**config.mk**
```make
export PLATFORM = sky130hd
export DESIGN_NAME = framer_device_flat
export DESIGN_NICKNAME = d
export VERILOG_FILES = /design/src/core/framer_pkg.sv /design/src/core/framer_link.sv /design/src/core/framer_device.sv /design/src/core/crc16_step.sv /design/src/flat_wrapper.sv
export SDC_FILE = /design/constraint.sdc
export NUM_CORES = 1
export LEC_CHECK = 0
export BUFFER_PORTS_ARGS = -buffer_cell sky130_fd_sc_hd__buf_2
export CAP_MARGIN = 20
export CORE_MARGIN = 2
export CORE_UTILIZATION = 64
export DETAILED_ROUTE_END_ITERATION = 6
export GPL_TIMING_DRIVEN = 0
export MAX_ROUTING_LAYER = met4
export PLACE_DENSITY = 0.79
export SLEW_MARGIN = 20
export SYNTH_ARGS = -nofsm -noshare
export SYNTH_HDL_FRONTEND = slang
export SYNTH_SLANG_ARGS = --single-unit
```
**constraint.sdc**
```tcl
create_clock -name clk -period 9.1 [get_ports clk]
set_clock_uncertainty 0.2 [all_clocks]
set_input_delay 0.455 -clock clk [delete_from_list [all_inputs] [get_ports clk]]
set_output_delay 0.455 -clock clk [all_outputs]
set_load 0.02 [all_outputs]
```
**src/core/framer_pkg.sv**
```systemverilog
/*
 Shared constants and types for the command/response framer.
 Assumes one 20 MHz clock and a byte-wide link between host and device.
*/
package framer_pkg;
  // Clock
  localparam int CLK_MHZ = 20;
  localparam int CLK_PERIOD_NS = 50;
  // Host reply timeout, in microseconds, and its cycle count
  localparam int REPLY_TIMEOUT_US = 1000;
  localparam int REPLY_TIMEOUT_CYCLES = REPLY_TIMEOUT_US * CLK_MHZ;
  // Init byte field positions
  localparam int FRAME_KIND_BIT = 7;
  localparam int KIND_MSB = 6;
  localparam int KIND_LSB = 4;
  localparam int WIDE_BIT = 3;
  localparam int LEN_MSB = 2;
  // Device register file
  localparam int REG_COUNT = 16;
  localparam logic [3:0] NODE_ADDRESS_OFS = 4'hA;
  localparam logic [3:0] GROUP_IDENTIFIER_OFS = 4'hB;
  localparam logic [7:0] REG_RST = 8'h00;
  // Check code
  localparam logic [15:0] CRC_POLY = 16'hA001;
  localparam logic [15:0] CRC_INIT = 16'h0000;
  // Host register offsets
  localparam logic [3:0] CTRL_OFS = 4'h0;
  localparam logic [3:0] TARGET_OFS = 4'h1;
  localparam logic [3:0] PAY_LO_OFS = 4'h2;
  localparam logic [3:0] PAY_HI_OFS = 4'h3;
  localparam logic [3:0] STATUS_OFS = 4'h4;
  localparam logic [3:0] REPLY_LO_OFS = 4'h5;
  localparam logic [3:0] REPLY_HI_OFS = 4'h6;
  localparam int START_BIT = 7;
  // Request kinds
  typedef enum logic [2:0] {
    single_rsp = 3'h0,
    single_quiet = 3'h1,
    group_rsp = 3'h2,
    group_quiet = 3'h3,
    kind_rsvd4 = 3'h4,
    kind_rsvd5 = 3'h5,
    bcast_rsp = 3'h6,
    bcast_quiet = 3'h7
  } req_kind_t;

  // Length code to payload byte count
  function automatic logic [3:0] payload_count(input logic [2:0] code);
    payload_count = (code == 3'h7) ? 4'h8 : {1'b0, code};
  endfunction : payload_count
endpackage : framer_pkg

```
**src/core/framer_link.sv**
```systemverilog
/*
 Byte link between host and device.
 Assumes both ends share clk; each valid is a one-cycle byte strobe.
*/
`timescale 1ns/1ns
interface framer_link;
  logic cmd_valid; // Host byte strobe
  logic [7:0] cmd_byte; // Host byte
  logic rsp_valid; // Device byte strobe
  logic [7:0] rsp_byte; // Device byte
  modport dev (input cmd_valid, input cmd_byte, output rsp_valid, output rsp_byte);
  modport host (output cmd_valid, output cmd_byte, input rsp_valid, input rsp_byte);
endinterface : framer_link

```
**src/core/framer_device.sv**
```systemverilog
/*
 Device end: parses command frames, checks them, writes or reads back
 a small register file and sends response frames.
 Assumes the host waits for each reply before the next command.
*/
// Implementation choice: the plain strobed port.
// Operation
// RL1 - Transmit only after a received command
// RL2 - Host waits for reply or timeout
// RL3 - Quiet write is write, answered is read
// RL4 - Fields: init, id, address, data, check
// RL5 - Init byte first, sets frame length
// RL6 - Bit 7 one command, zero response
// RL7 - Bits 6..4 select request kind
// RL8 - Bit 3 selects 8 or 16 bit address
// RL9 - Bits 2..0 length, 111 means eight
// RL10 - Response init holds data count minus one
// RL11 - Act only on matching node or group
// RL12 - Broadcast omits identifier byte
// RL13 - Short address implies upper byte zero
// RL14 - Sixteen bit check code, LSB first
// RL15 - Residue over whole frame must be zero
// RL16 - Drop reserved kinds silently
`timescale 1ns/1ns
module framer_device (
  input wire logic clk, // Clock
  input wire logic rstn, // Async reset, low
  framer_link.dev link, // Link to host
  output logic [7:0] node_address, // Own node address
  output logic [7:0] group_identifier, // Own group
  output logic frame_good, // Pulse: frame accepted
  output logic frame_error // Pulse: check code failed
);
  typedef enum logic [7:0] {
    s_idle = 8'h01,
    s_ident = 8'h02,
    s_ahi = 8'h04,
    s_alo = 8'h08,
    s_data = 8'h10,
    s_crc1 = 8'h20,
    s_crc2 = 8'h40,
    s_reply = 8'h80
  } dev_state_t;

  dev_state_t state; // Frame state
  dev_state_t next_state; // Next frame state
  logic [2:0] kind; // Request kind
  logic wide; // 16-bit address
  logic [3:0] len; // Payload byte count
  logic [3:0] cnt; // Payload index
  logic [7:0] ident; // Received identifier
  logic [15:0] addr; // Register address
  logic [7:0] pay [0:7]; // Payload bytes
  logic [7:0] regs [0:framer_pkg::REG_COUNT-1]; // Register file
  logic [3:0] reply_n; // Reply data bytes
  logic [3:0] rcnt; // Reply byte index
  logic [7:0] crc_hi; // Latched high check byte
  logic [15:0] crc; // Check register
  logic [15:0] crc_next; // Check after this byte

  wire rx = link.cmd_valid; // Byte arrives
  wire [7:0] b = link.cmd_byte; // Byte value
  wire is_bcast = kind[2]; // No identifier field
  // RL16 reserved kind codes
  wire reserved = (kind == framer_pkg::kind_rsvd4) || (kind == framer_pkg::kind_rsvd5);
  // RL3 answered kinds are reads
  wire with_rsp = ~kind[0];
  // RL11 identifier match
  wire hit = is_bcast || (kind[1] ? (ident == group_identifier) : (ident == node_address));
  // RL15 zero residue after last check byte
  wire good = (crc_next == 16'h0000);
  wire last_crc = (state == s_crc2) && rx; // Frame ends now
  wire accept = last_crc && good && hit && !reserved; // Act on frame
  wire apply = accept && !with_rsp; // Perform write
  wire short_addr = (addr[15:4] == 12'h000); // Inside register file
  wire [4:0] rd_sum = {1'b0, addr[3:0]} + {1'b0, rcnt} - 5'h01; // Read index
  wire [7:0] rd_byte = (short_addr && !rd_sum[4]) ? regs[rd_sum[3:0]] : 8'h00;
  wire [3:0] n_req = (len == 4'h0) ? 4'h1 : ({1'b0, pay[0][2:0]} + 4'h1); // Reply size
  wire in_reply = (state == s_reply); // Sending
  wire crc_feed_tx = in_reply && (rcnt <= reply_n); // Fold init and data
  wire crc_feed_rx = rx && (state != s_reply); // Fold received bytes
  wire start = (state == s_idle) && rx && b[framer_pkg::FRAME_KIND_BIT];
  logic [7:0] tx_sel; // Byte to send

  // RL10 reply byte selection
  always_comb
  begin
    if (rcnt == 4'h0)
      tx_sel = {1'b0, 3'h0, reply_n - 4'h1};
    else if (rcnt <= reply_n)
      tx_sel = rd_byte;
    else if (rcnt == reply_n + 4'h1)
      tx_sel = crc[7:0];
    else
      tx_sel = crc_hi;
  end

  // RL14 check code over sent or received bytes
  crc16_step u_crc (
    .clk(clk),
    .rstn(rstn),
    .clear(start),
    .feed(in_reply ? crc_feed_tx : (crc_feed_rx && (state != s_idle || start))),
    .data(in_reply ? tx_sel : b),
    .crc(crc),
    .crc_next(crc_next)
  );

  // Frame sequencing
  always_comb
  begin
    next_state = state;
    unique case (state)
      s_idle:
        // RL5 RL6 only a command init opens a frame
        if (start)
          // RL12 broadcast skips identifier
          next_state = b[6] ? (b[framer_pkg::WIDE_BIT] ? s_ahi : s_alo) : s_ident;
      s_ident:
        if (rx)
          next_state = wide ? s_ahi : s_alo;
      s_ahi:
        if (rx)
          next_state = s_alo;
      s_alo:
        if (rx)
          next_state = (len == 4'h0) ? s_crc1 : s_data;
      s_data:
        if (rx && (cnt == len - 4'h1))
          next_state = s_crc1;
      s_crc1:
        if (rx)
          next_state = s_crc2;
      s_crc2:
        // RL1 reply only to an accepted read
        if (rx)
          next_state = (accept && with_rsp) ? s_reply : s_idle;
      s_reply:
        if (rcnt == reply_n + 4'h2)
          next_state = s_idle;
    endcase
  end

  // State register
  always_ff @(posedge clk or negedge rstn)
  begin
    if (!rstn)
      state <= s_idle;
    else
      state <= next_state;
  end

  // Header capture
  always_ff @(posedge clk or negedge rstn)
  begin
    if (!rstn)
    begin
      kind <= 3'h0;
      wide <= 1'b0;
      len <= 4'h0;
      ident <= 8'h00;
      addr <= 16'h0000;
    end
    else if (start)
    begin
      // RL7 RL8 RL9 init byte fields
      kind <= b[framer_pkg::KIND_MSB:framer_pkg::KIND_LSB];
      wide <= b[framer_pkg::WIDE_BIT];
      len <= framer_pkg::payload_count(b[framer_pkg::LEN_MSB:0]);
      // RL13 upper address defaults to zero
      addr <= 16'h0000;
    end
    else if (rx && state == s_ident)
      ident <= b;
    else if (rx && state == s_ahi)
      addr[15:8] <= b;
    else if (rx && state == s_alo)
      addr[7:0] <= b;
  end

  // Payload capture
  always_ff @(posedge clk or negedge rstn)
  begin
    if (!rstn)
      cnt <= 4'h0;
    else if (start)
      cnt <= 4'h0;
    else if (rx && state == s_data)
      cnt <= cnt + 4'h1;
  end

  genvar p;
  generate
    for (p = 0; p < 8; p++)
    begin : g_pay
      // Payload byte slot
      always_ff @(posedge clk or negedge rstn)
      begin
        if (!rstn)
          pay[p] <= 8'h00;
        else if (rx && state == s_data && cnt[2:0] == p[2:0])
          pay[p] <= b;
      end
    end
  endgenerate

  // Register file with burst write
  genvar r;
  generate
    for (r = 0; r < framer_pkg::REG_COUNT; r++)
    begin : g_reg
      wire [4:0] off = {1'b0, r[3:0]} - {1'b0, addr[3:0]}; // Offset in burst
      wire wr_here = apply && short_addr && !off[4] && (off[3:0] < len);
      always_ff @(posedge clk or negedge rstn)
      begin
        if (!rstn)
          regs[r] <= framer_pkg::REG_RST;
        else if (wr_here)
          regs[r] <= pay[off[2:0]];
      end
    end
  endgenerate

  assign node_address = regs[framer_pkg::NODE_ADDRESS_OFS];
  assign group_identifier = regs[framer_pkg::GROUP_IDENTIFIER_OFS];

  // Reply counters
  always_ff @(posedge clk or negedge rstn)
  begin
    if (!rstn)
    begin
      reply_n <= 4'h1;
      rcnt <= 4'h0;
      crc_hi <= 8'h00;
    end
    else if (accept && with_rsp)
    begin
      reply_n <= n_req;
      rcnt <= 4'h0;
    end
    else if (in_reply)
    begin
      rcnt <= rcnt + 4'h1;
      if (rcnt == reply_n + 4'h1)
        crc_hi <= crc[15:8];
    end
  end

  // Link and status outputs
  always_ff @(posedge clk or negedge rstn)
  begin
    if (!rstn)
    begin
      link.rsp_valid <= 1'b0;
      link.rsp_byte <= 8'h00;
      frame_good <= 1'b0;
      frame_error <= 1'b0;
    end
    else
    begin
      link.rsp_valid <= in_reply;
      link.rsp_byte <= in_reply ? tx_sel : 8'h00;
      frame_good <= accept;
      // RL15 bad residue flagged
      frame_error <= last_crc && !good;
    end
  end
endmodule : framer_device

```
**src/core/crc16_step.sv**
```systemverilog
/*
 Byte-wide check code register, bits taken LSB first.
 Assumes clear and feed come from logic on clk.
*/
`timescale 1ns/1ns
module crc16_step (
  input wire logic clk, // Clock
  input wire logic rstn, // Async reset, low
  input wire logic clear, // Restart from zero
  input wire logic feed, // Take data this cycle
  input wire logic [7:0] data, // Byte to fold in
  output logic [15:0] crc, // Current value
  output logic [15:0] crc_next // Value after this cycle
);
  logic [15:0] st [0:8]; // Per-bit chain

  // Start point of the chain
  assign st[0] = clear ? framer_pkg::CRC_INIT : crc;

  // One shift stage per data bit
  genvar i;
  generate
    for (i = 0; i < 8; i++)
    begin : g_bit
      assign st[i+1] = {1'b0, st[i][15:1]} ^
        ((st[i][0] ^ data[i]) ? framer_pkg::CRC_POLY : 16'h0000);
    end
  endgenerate

  assign crc_next = feed ? st[8] : st[0];

  // Hold value
  always_ff @(posedge clk or negedge rstn)
  begin
    if (!rstn)
      crc <= framer_pkg::CRC_INIT;
    else
      crc <= crc_next;
  end
endmodule : crc16_step

```
**src/flat_wrapper.sv**
```systemverilog
// flat-port wrapper written by rule: the top's interface ports become plain ports
module framer_device_flat 
  (clk, rstn, node_address, group_identifier, frame_good, frame_error, link_cmd_valid, link_cmd_byte, link_rsp_valid, link_rsp_byte);
  framer_link link_i ();
  input wire logic clk;
  input wire logic rstn;
  output logic [7:0] node_address;
  output logic [7:0] group_identifier;
  output logic frame_good;
  output logic frame_error;
  input wire logic [$bits(link_i.cmd_valid)-1:0] link_cmd_valid;
  input wire logic [$bits(link_i.cmd_byte)-1:0] link_cmd_byte;
  output wire logic [$bits(link_i.rsp_valid)-1:0] link_rsp_valid;
  output wire logic [$bits(link_i.rsp_byte)-1:0] link_rsp_byte;
  assign link_i.cmd_valid = link_cmd_valid;
  assign link_i.cmd_byte = link_cmd_byte;
  assign link_rsp_valid = link_i.rsp_valid;
  assign link_rsp_byte = link_i.rsp_byte;
  framer_device u_core (.clk(clk), .rstn(rstn), .link(link_i), .node_address(node_address), .group_identifier(group_identifier), .frame_good(frame_good), .frame_error(frame_error));
endmodule
```
After elaboration in Yosys (flattened, before gate mapping):

Cells that the tools add are included.

* logic and storage cells: 359
* input bits: 11
* output and inout port bits: 27
* register bits: 279

* order comparisons: 34
* add/sub/neg operators: 25
* equal/unequal tests: 35
* mux-type cells: 94
* bitwise operators: 36
* reductions and logical operators: 95

Operators with widths (count)
* 2-to-1 mux 8 bit: 53
* binary-select mux 8 bit (select 3 bit): 16
* 2-to-1 mux 16 bit: 12
* XOR 15 x 16 -> 16 bit: 8
* greater-or-equal comparator 4 bit, second input constant: 16
* less-than comparator 4 bit: 16
* NOT 3 -> 4 bit: 16
* case mux 8 bit (8 select lines): 1
* logical AND 1 bit: 59
* subtractor 4 x 4 -> 5 bit, first input constant: 8
* binary-select mux 8 bit (select 4 bit): 1
* 2-to-1 mux 4 bit: 8
* == test 3 bit, second input constant: 7
* subtractor 3 x 4 -> 5 bit, first input constant: 4
* logical NOT 1 bit: 19
* == test 8 bit: 2
* logical NOT 16 bit: 1
* adder 4 x 1 -> 4 bit, second input constant: 3
* == test 4 bit: 3
* logical NOT 12 bit: 1
* inequality test 2 bit, second input constant: 6
* subtractor 1 x 4 -> 5 bit, first input constant: 2
* subtractor 2 x 4 -> 5 bit, first input constant: 2
* == test 8 x 1 -> 1 bit, second input constant: 1
* other kinds (31): 54

Logic depth before layout (Yosys ltp):

Gate-level depths: netlist of the first run.

* depth after elaboration: 43
* mapped depth: 23
* mapped depth without buffers: 17

Modules after synthesis:

Synthesis of the first run repeated with hierarchy kept, for this count alone.

* cell total of the unflattened synthesis: 1431
* area, all modules: 16777.3 µm²

By module, submodules not included
* framer_device: times used 1, area each 15802.7 µm², cells each 1334
* crc16_step: times used 1, area each 974.7 µm², cells each 97

Worst setup path after synthesis of the first run:

No wires, ideal clock.

* kind: register -> register
* from: reg u_core.addr[2]
* to: reg u_core.regs (netlist bit u_core.group_identifier[0])
* clock period less this slack: 6667 ps
* data arrival time: 6343 ps
* path slack: 2433 ps
* setup time: 125 ps
* data required time: 8775 ps
* stages on the path, launching flop included: 23
* path through: dfrtp_1 clkbuf_1 clkinv_1 clkbuf_1 ha_1 inv_1 fa_1 buf_2 buf_4 buf_6 mux4_2 nand3_1 nand4_1 and3_1 a221oi_1 xor2_1 xnor3_1 xnor3_1 o31a_1 nand4b_4 buf_6 a2111oi_4 mux2_2

* cells in the longest elaborated chain, start to end: 43
* elaborated cells on any way between the ends: 52

Ends and longest elaborated chain
* start, declared: RTL line framer_device.sv:52 `logic [15:0] addr;`
* start signal, assigned: RTL line framer_device.sv:162 `addr <= 16'h0000;`
* start signal, assigned: RTL line framer_device.sv:171 `addr <= 16'h0000;`
* start signal, assigned: RTL line framer_device.sv:178 `addr[7:0] <= b;`
* adder 4 x 4 -> 5 bit: RTL line framer_device.sv:76 `wire [4:0] rd_sum = {1'b0, addr[3:0]} + {1'b0, rcnt} - 5'h01;`
* subtractor 5 x 1 -> 5 bit: RTL line framer_device.sv:76
* NOT 4 -> 5 bit (implied by the code): RTL line framer_device.sv:77 `wire [7:0] rd_byte = (short_addr && !rd_sum[4]) ? regs[rd_sum[3:0]] : 8'h00;`
* binary-select mux 8 bit (select 4 bit): RTL line framer_device.sv:77
* 2-to-1 mux 8 bit (implied by the code) (2 in series): RTL line framer_device.sv:77
* 2-to-1 mux 8 bit: RTL line framer_device.sv:77
* 2-to-1 mux 8 bit: RTL line framer_device.sv:90 `else if (rcnt <= reply_n)`
* 2-to-1 mux 8 bit: RTL line framer_device.sv:88 `if (rcnt == 4'h0)`
* [22 not listed]
* XOR 1 bit: RTL line crc16_step.sv:26 `((st[i][0] ^ data[i]) ? framer_pkg::CRC_POLY : 16'h0000);`
* 2-to-1 mux 16 bit: RTL line crc16_step.sv:26
* XOR 15 x 16 -> 16 bit: RTL line crc16_step.sv:25 `assign st[i+1] = {1'b0, st[i][15:1]} ^`
* 2-to-1 mux 16 bit: RTL line crc16_step.sv:30 `assign crc_next = feed ? st[8] : st[0];`
* logical NOT 16 bit: RTL line framer_device.sv:71 `wire good = (crc_next == 16'h0000);`
* logical AND 1 bit (3 in series): RTL line framer_device.sv:73 `wire accept = last_crc && good && hit && !reserved;`
* logical AND 1 bit: RTL line framer_device.sv:74 `wire apply = accept && !with_rsp;`
* logical AND 1 bit (3 in series): RTL line framer_device.sv:213 `wire wr_here = apply && short_addr && !off[4] && (off[3:0] < len);`
* end signal, assigned by index: RTL line framer_device.sv:217 `regs[r] <= framer_pkg::REG_RST;`
* end signal, assigned by index: RTL line framer_device.sv:219 `regs[r] <= pay[off[2:0]];`
* end, declared: RTL line framer_device.sv:54 `logic [7:0] regs [0:framer_pkg::REG_COUNT-1];`

Several ways; a longest one is shown, not always the timed one. The select of a mux whose other input is x is not followed.
A chain may end at the register's enable or synchronous reset.

Final worst setup path of the first run:

* from: reg u_core.addr[2]
* to: reg u_core.regs (netlist bit u_core.group_identifier[2])

The elaborated chain is that of the path after synthesis.

==> impl_metrics.py, run 1 <==
metrics = {
    "logic_synthesis": {
        "synth_top_area_share_pct": 40.4,
        "netlist_area_mm2": 0.0172,
        "yosysWarningCount": 0,
        "synth_common_cells": "280 x nand2_1, 277 x dfrtp_1, 212 x mux2_2",
        "dominantRegCellSynth": "dfrtp_1",
        "yosysUniqueCellTypes": 72,
        "yosysSeqAreaShare_pct": 40.7,
        "synth_edf_count": 0,
        "yosys.area.top_type": "dfrtp_1",
        "synthCells": 1502,
        "synth-async-reset-ratio_pct": 100,
        "ys_top_cells_by_area": "dfrtp_1 40%, mux2_2 14%, mux4_2 13%, nand2_1 6.1%, ha_1 4.8%",
        "synth-seq-cells": 279,
        "synth_most_common_cell": "nand2_1",
        "avgSynthCellArea_um2": 11.4,
        "syn_nets": 1580,
    },
    "global_routing": {
        "grt_pass1_vias": 12900,
        "grt_overflow": 0,
        "grt_max_degree": 102,
        "grt_pass1_wl_um": 76200,
        "track_usage_pct": 36.6,
        "antenna_found_initial": 0,
    },
    "drt": {
        "drtIter0Drc": 1714,
        "routed_wl_um": 48700,
        "viasPerCell": 6.72,
        "drc": 0,
        "first_pass_iters": 5,
        "postRouteAntennaNets": 0,
        "routedWlPerCell_um": 25.2,
        "vias": 13000,
    },
    "critical_path": {
        "rrSetupSlack_ps": 370,
        "r2r-start": "u_core.addr[2]",
        "cp-start-kind": "register",
        "startpoint": "u_core.addr[2]",
        "timing.rr.end": "u_core.group_identifier[2]",
        "crit_fanout": 15,
        "endpoint_kind": "register",
        "critPathRequiredTime_ps": 9350,
        "worst_ep_arrival_time_ps": 8970,
        "worstSetupPathType": "reg2reg",
        "ff2ff_path_depth": 22,
    },
    "clock_network": {
        "clockBufferDepth": 3,
        "insertion_delay_ps": 590,
        "cts_root_buf": "clkbuf_16",
        "cts.sinks": 279,
        "cts_tree": "done",
        "cts-buffers-inserted": 30,
        "h-tree-depth": 1,
        "cts_setup_buffers": 0,
        "clk_pin_slew_ps": 70,
    },
    "pwr": {
        "p_int_w": 0.00298,
        "power.density_mw_per_mm2": 266,
        "p_comb_share_pct": 42.8,
        "power_frac_clock_pct": 25.6,
        "power_switching_w": 0.00203,
        "irDropWorstVdd_uv": 186,
        "switching_share_pct": 40.6,
        "p_leak_nw": 9.11,
        "seq_power_share_pct": 31.6,
    },
    "sta": {
        "slew_viol_final": 0,
        "fmax_mhz": 115,
        "fin_hold_ws_ps": 98.9,
        "slew_headroom_pct": 24.2,
        "fin_ws_ps": 373,
        "worst_pin_slew_ps": 1130,
        "fin_crit_sh_pct": 95.9,
        "final-hold-violation-count": 0,
        "period_minus_slack_ps": 8730,
        "setup_viol": 0,
        "rsz0062_at_grt": "false",
        "setup_tns_ps": 0,
    },
    "place": {
        "portBuffers": 34,
        "gp_congestion": 0.952,
        "place_ws_ps": 501,
        "dp_hpwl_um": 36000,
    },
    "floorplanning": {
        "pin_count": 38,
        "dieArea_mm2": 0.0281,
        "initial_utilization_pct": 65.4,
        "row_count": 59,
        "die_y_um": 168,
        "core_area_mm2": 0.0262,
        "die_x_um": 168,
    },
    "final_layout": {
        "area_growth_pct": 10.0,
        "fin_util_pct": 72.0,
        "final_nets": 1649,
        "drive_above_1_share_pct": 27.9,
        "diodes": 0,
    },
    "min_path": {
        "hold_path.startpoint": "link_cmd_byte[5]",
        "min_to": "u_core.ident[5]",
        "hp-class": "in2reg",
        "holdPathStages": 2,
    },
    "run_status": {
        "status": "finished, final reports clean",
    },
    "run": {
        "maxCapViolations": 0,
    },
}
==> worst max path at each step <==
stage / cells after the start / to / slack [ps]
floorplan: 22 / u_core.group_identifier[0] / 2430
global placement: 22 / u_core.group_identifier[4] / 610
detailed placement: 22 / u_core.group_identifier[5] / 500
CTS: 22 / u_core.group_identifier[2] / 480
global route: 22 / u_core.group_identifier[1] / 50
finish: 22 / u_core.group_identifier[2] / 370
==> cell families after synthesis <==
group                    Yosys count  share of synthesized area, %
multiplexers                     337                          28.3
buffers and inverters            139                          3.55
flip-flops                       279                          40.7
adder cells (fa/ha/maj)           67                          4.93
AND/OR/NAND/NOR                  467                          12.2
XOR/XNOR                          59                          3.39
AO/OA/AOI/OAI                    154                          6.89
==> timing repair <==
action | CTS | global route
hold buffers | 1 | 0
setup endpoints to repair | 0 | 2
endpoints found under the hold margin | 79 | 0
resized for setup | 0 | 1
==> layout make-up <==
type / instances / area, um2
Multi-Input combinational cell: 1084 / 9570
Fill cell: 1783 / 7330
Clock inverter: 11 / 163
Buffer: 91 / 429
Inverter: 48 / 180
Tap cell: 335 / 419
Clock buffer: 44 / 883
Sequential cell: 279 / 6980
Timing Repair Buffer: 37 / 245
==> flip-flops by register name, summed over array words and instances (netlist names), 16 cells and up <==
signal,count
u_core.regs,112
u_core.pay,64
u_core.addr,16
u_core.u_crc.crc,16
==> power groups by stage <==
stage	clock, W	combinational [W]	sequential, W
5_1_grt	0.00134	0.00233	0.00160
2_1_floorplan	0	0.00157	0.00152
3_3_place_gp	0	0.00203	0.00158
4_1_cts	0.00129	0.00211	0.00157
6_report	0.00128	0.00215	0.00159
3_5_place_dp	0	0.00209	0.00160
==> per-stage QoR <==
stage | cells | area [um2] | power, W
3_3_place_gp | 1871 | 17700 | 0.00361
5_1_grt | 1929 | 18900 | 0.00526
4_1_cts | 1929 | 18900 | 0.00497
3_5_place_dp | 1873 | 17800 | 0.00369
2_1_floorplan | 1502 | 17200 | 0.00310
6_report | 1929 | 18900 | 0.00501
==> layer usage <==
layer | share of wire [%] | vias to the layer above | GRT usage, %
met5 | 0 | - | -
met4 | 3.9 | 0 | 13.1
met3 | 9.8 | 124 | 7.37
met2 | 45 | 673 | 54.6
met1 | 41 | 6573 | 50.6
li1 | - | 5593 | -
==> worst max-delay path, cell delays in order, from the launching register on <==
cell and delay [ps]:
dfrtp_1 600, clkbuf_1 460, clkinv_1 440, clkbuf_1 480, ha_1 430, inv_1 70, fa_1 520, buf_2 240
buf_4 310, buf_6 240, mux4_2 550, nand3_1 110, nand4_1 250, and3_1 280, a221oi_1 350, xor2_1 400
xnor3_1 320, xnor3_1 320, o31a_1 420, nand4b_4 210, buf_6 180, a2111oi_4 780, mux2_2 420
==> placed cells by master (no fill, tap or decap), types with 7 or more instances in the layout <==
| cell type | n |
|---|---|
| nand2_1 | 280 |
| dfrtp_1 | 277 |
| mux2_2 | 212 |
| mux4_2 | 97 |
| ha_1 | 66 |
| clkbuf_1 | 64 |
| nor2_1 | 47 |
| nand3_1 | 47 |
| inv_1 | 44 |
| a21oi_1 | 37 |
| xnor2_1 | 37 |
| buf_2 | 37 |
| o21ai_0 | 30 |
| clkbuf_16 | 30 |
| mux2i_1 | 26 |
| buf_4 | 18 |
| xor2_1 | 16 |
| a21o_1 | 14 |
| nand4_1 | 14 |
| nor3_1 | 10 |
| nor4_1 | 10 |
| a31oi_1 | 10 |
| buf_1 | 9 |
| and3_1 | 9 |
| clkbuf_8 | 8 |
| a211oi_1 | 7 |
| and2_1 | 7 |
| a2111oi_4 | 7 |
| a22o_1 | 7 |
No activity file was read; power rests on OpenSTA's default activity.
==> inputs of run 2 (changes only) <==
--- a/config.mk
+++ b/config.mk
@@ -7,6 +7,7 @@
 export LEC_CHECK = 0
 export BUFFER_PORTS_ARGS = -buffer_cell sky130_fd_sc_hd__buf_2
 export CAP_MARGIN = 20
+export CORE_ASPECT_RATIO = 1.1
 export CORE_MARGIN = 2
 export CORE_UTILIZATION = 64
 export DETAILED_ROUTE_END_ITERATION = 6
==> run 2 against run 1 <==
Net effect: clock power hardly changed; via count fell by 0.19%; combinational power about the same; sequential share of layout area about the same; sequential power about the same; first-iteration DRC count shrank 1.8%; final cell count grew 0.67%.
==> impl_metrics.py, run 2 (synthesis gave the netlist of run 1 again) <==
metrics = {
    "final_layout": {
        "final_cell_mix": "280 x nand2_1, 277 x dfrtp_1, 212 x mux2_2, 97 x mux4_2, 66 x ha_1",
        "regMostFlops": "u_core.regs",
        "reg_top3": "u_core.regs x112, u_core.pay x64",
        "diodes": 0,
        "largest_reg_flops": 112,
        "drive_above_1_share_pct": 27.7,
        "mostFrequentLayoutCell": "nand2_1",
        "fin_util_pct": 72.0,
        "area_growth_pct": 10.1,
        "n_fill_cell": 1883,
        "final_nets": 1648,
    },
    "critical_path": {
        "slowest_stage": "nor4b_1",
        "cp-start-kind": "register",
        "endpoint_kind": "register",
        "worstSetupPathType": "reg2reg",
        "max_stage_delay_ps": 800,
        "crit_chain": "clkbuf_1 -> clkinv_1 -> clkbuf_1 -> ha_1 -> inv_1 -> fa_1 -> buf_2 -> buf_4 -> buf_6 -> mux4_2 -> nand3_1 -> nand4_1 -> and3_1 -> a221oi_1 -> xor2_1 -> xnor3_1 -> mux2i_1 -> nand4_1 -> nor4b_1 -> nand4b_1 -> mux2_2",
        "crit_fanout": 15,
        "ff2ff_path_depth": 21,
        "critPathRequiredTime_ps": 9360,
        "worst_ep_arrival_time_ps": 8830,
    },
    "clock_network": {
        "cts_hold_buf": 1,
        "cts_tree": "done",
        "cts.sinks": 279,
        "cts-buffers-inserted": 29,
        "ctsResizeCount": 0,
        "cts_root_buf": "clkbuf_16",
        "clockBufferDepth": 3,
        "insertion_delay_ps": 580,
        "h-tree-depth": 1,
        "cts_setup_buffers": 0,
        "clk_pin_slew_ps": 60,
    },
    "floorplanning": {
        "row_count": 62,
        "core_area_mm2": 0.0262,
        "initial_utilization_pct": 65.4,
        "pin_count": 38,
        "die_y_um": 176,
        "die_x_um": 160,
        "dieArea_mm2": 0.0281,
    },
    "sta": {
        "final-hold-violation-count": 0,
        "period_minus_slack_ps": 8570,
        "worst_pin_slew_ps": 989,
        "slew_headroom_pct": 33.9,
        "fin_hold_ws_ps": 80.2,
        "slew_viol_final": 0,
        "fmax_mhz": 117,
        "setup_viol": 0,
        "rsz0062_at_grt": "false",
        "setup_tns_ps": 0,
        "fin_crit_sh_pct": 94.2,
        "fin_ws_ps": 529,
    },
    "global_routing": {
        "grt_pass1_wl_um": 75700,
        "grt_pass1_vias": 12700,
        "grt_max_degree": 102,
        "grt_overflow": 0,
        "track_usage_pct": 36.5,
        "antenna_found_initial": 0,
    },
    "min_path": {
        "holdPathStages": 2,
        "hp-class": "in2reg",
    },
    "run_status": {
        "status": "finished, final reports clean",
    },
    "drt": {
        "drc": 0,
        "routed_wl_um": 48700,
        "viasPerCell": 6.66,
        "first_pass_iters": 7,
        "vias": 12900,
        "postRouteAntennaNets": 0,
        "routedWlPerCell_um": 25.1,
        "drtIter0Drc": 1683,
    },
    "pwr": {
        "p_leak_nw": 9.12,
        "irDropWorstVdd_uv": 164,
        "power.density_mw_per_mm2": 267,
        "total_power_w": 0.00503,
    },
    "place": {
        "place_ws_ps": 665,
        "gp_congestion": 0.957,
        "dp_hpwl_um": 36000,
        "portBuffers": 34,
    },
    "run": {
        "maxCapViolations": 0,
    },
}
## run 2: changes by cell type in the layout (fill, tap and decap cells not counted), sizes merged
cell and delta:
clkinv +1, clkbuf -6, bufinv +3, inv +1
clkinvlp -3
## run 2: layout make-up
cell class	count	area (um2)	share of cell area, %
clock inverters	13	234	1.24
inverters	48	180	0.954
multi-input cells	1084	9560	50.6
well taps	352	440	2.33
clock buffers	38	810	4.29
flip-flops and latches	279	6980	37.0
repair buffers	37	245	1.30
plain buffers	91	429	2.27
## run 2: path summary, 6_finish.rpt
path | startpoint | endpoint | slack, ps
hold reg to reg | u_core.wide | u_core.wide | 300
min in group asynchronous | rstn | u_core.u_crc.crc[9] | 300
setup reg to reg | u_core.addr[2] | u_core.regs[123] | 530
setup / recovery | u_core.addr[2] | u_core.regs[123] | 530
hold / removal | link_cmd_byte[6] | u_core.state[1] | 80
max in group asynchronous | rstn | u_core.pay[6] | 7470
## run 2: worst max-delay path: cells and delay by family, from the launching register on
| kind | cells | cell delay, ps |
|---|---|---|
| flops | 1 | 580 |
| mux | 3 | 1290 |
| buf+inv | 7 | 2160 |
| compound gates | 1 | 340 |
| xor+xnor | 2 | 700 |
| fa+ha+maj | 2 | 950 |
| simple gates | 6 | 2220 |
## run 2: through the flow
stage,cell area (um2),instances
after floorplan,17200,1502
after global placement,17800,1888
after detailed placement,17800,1890
after CTS,18900,1942
after global routing,18900,1942
final,18900,1942
## run 2: power by group
part	leakage, nW	internal, W	total, W	switching (W)
logic	4.85	0.000829	0.00214	0.00131
clock network	0.516	0.000795	0.00131	0.000513
registers	3.75	0.00139	0.00158	0.000191
## run 2: layer usage
metal | wire [um] | global-route usage, % | up-vias | part of all wire, %
met5 | 0 | - | - | 0
met4 | 2050 | 13.1 | 0 | 4.2
met3 | 4160 | 5.60 | 128 | 8.5
met2 | 22700 | 57.3 | 671 | 47
met1 | 19900 | 49.0 | 6557 | 41
li1 | - | - | 5582 | -
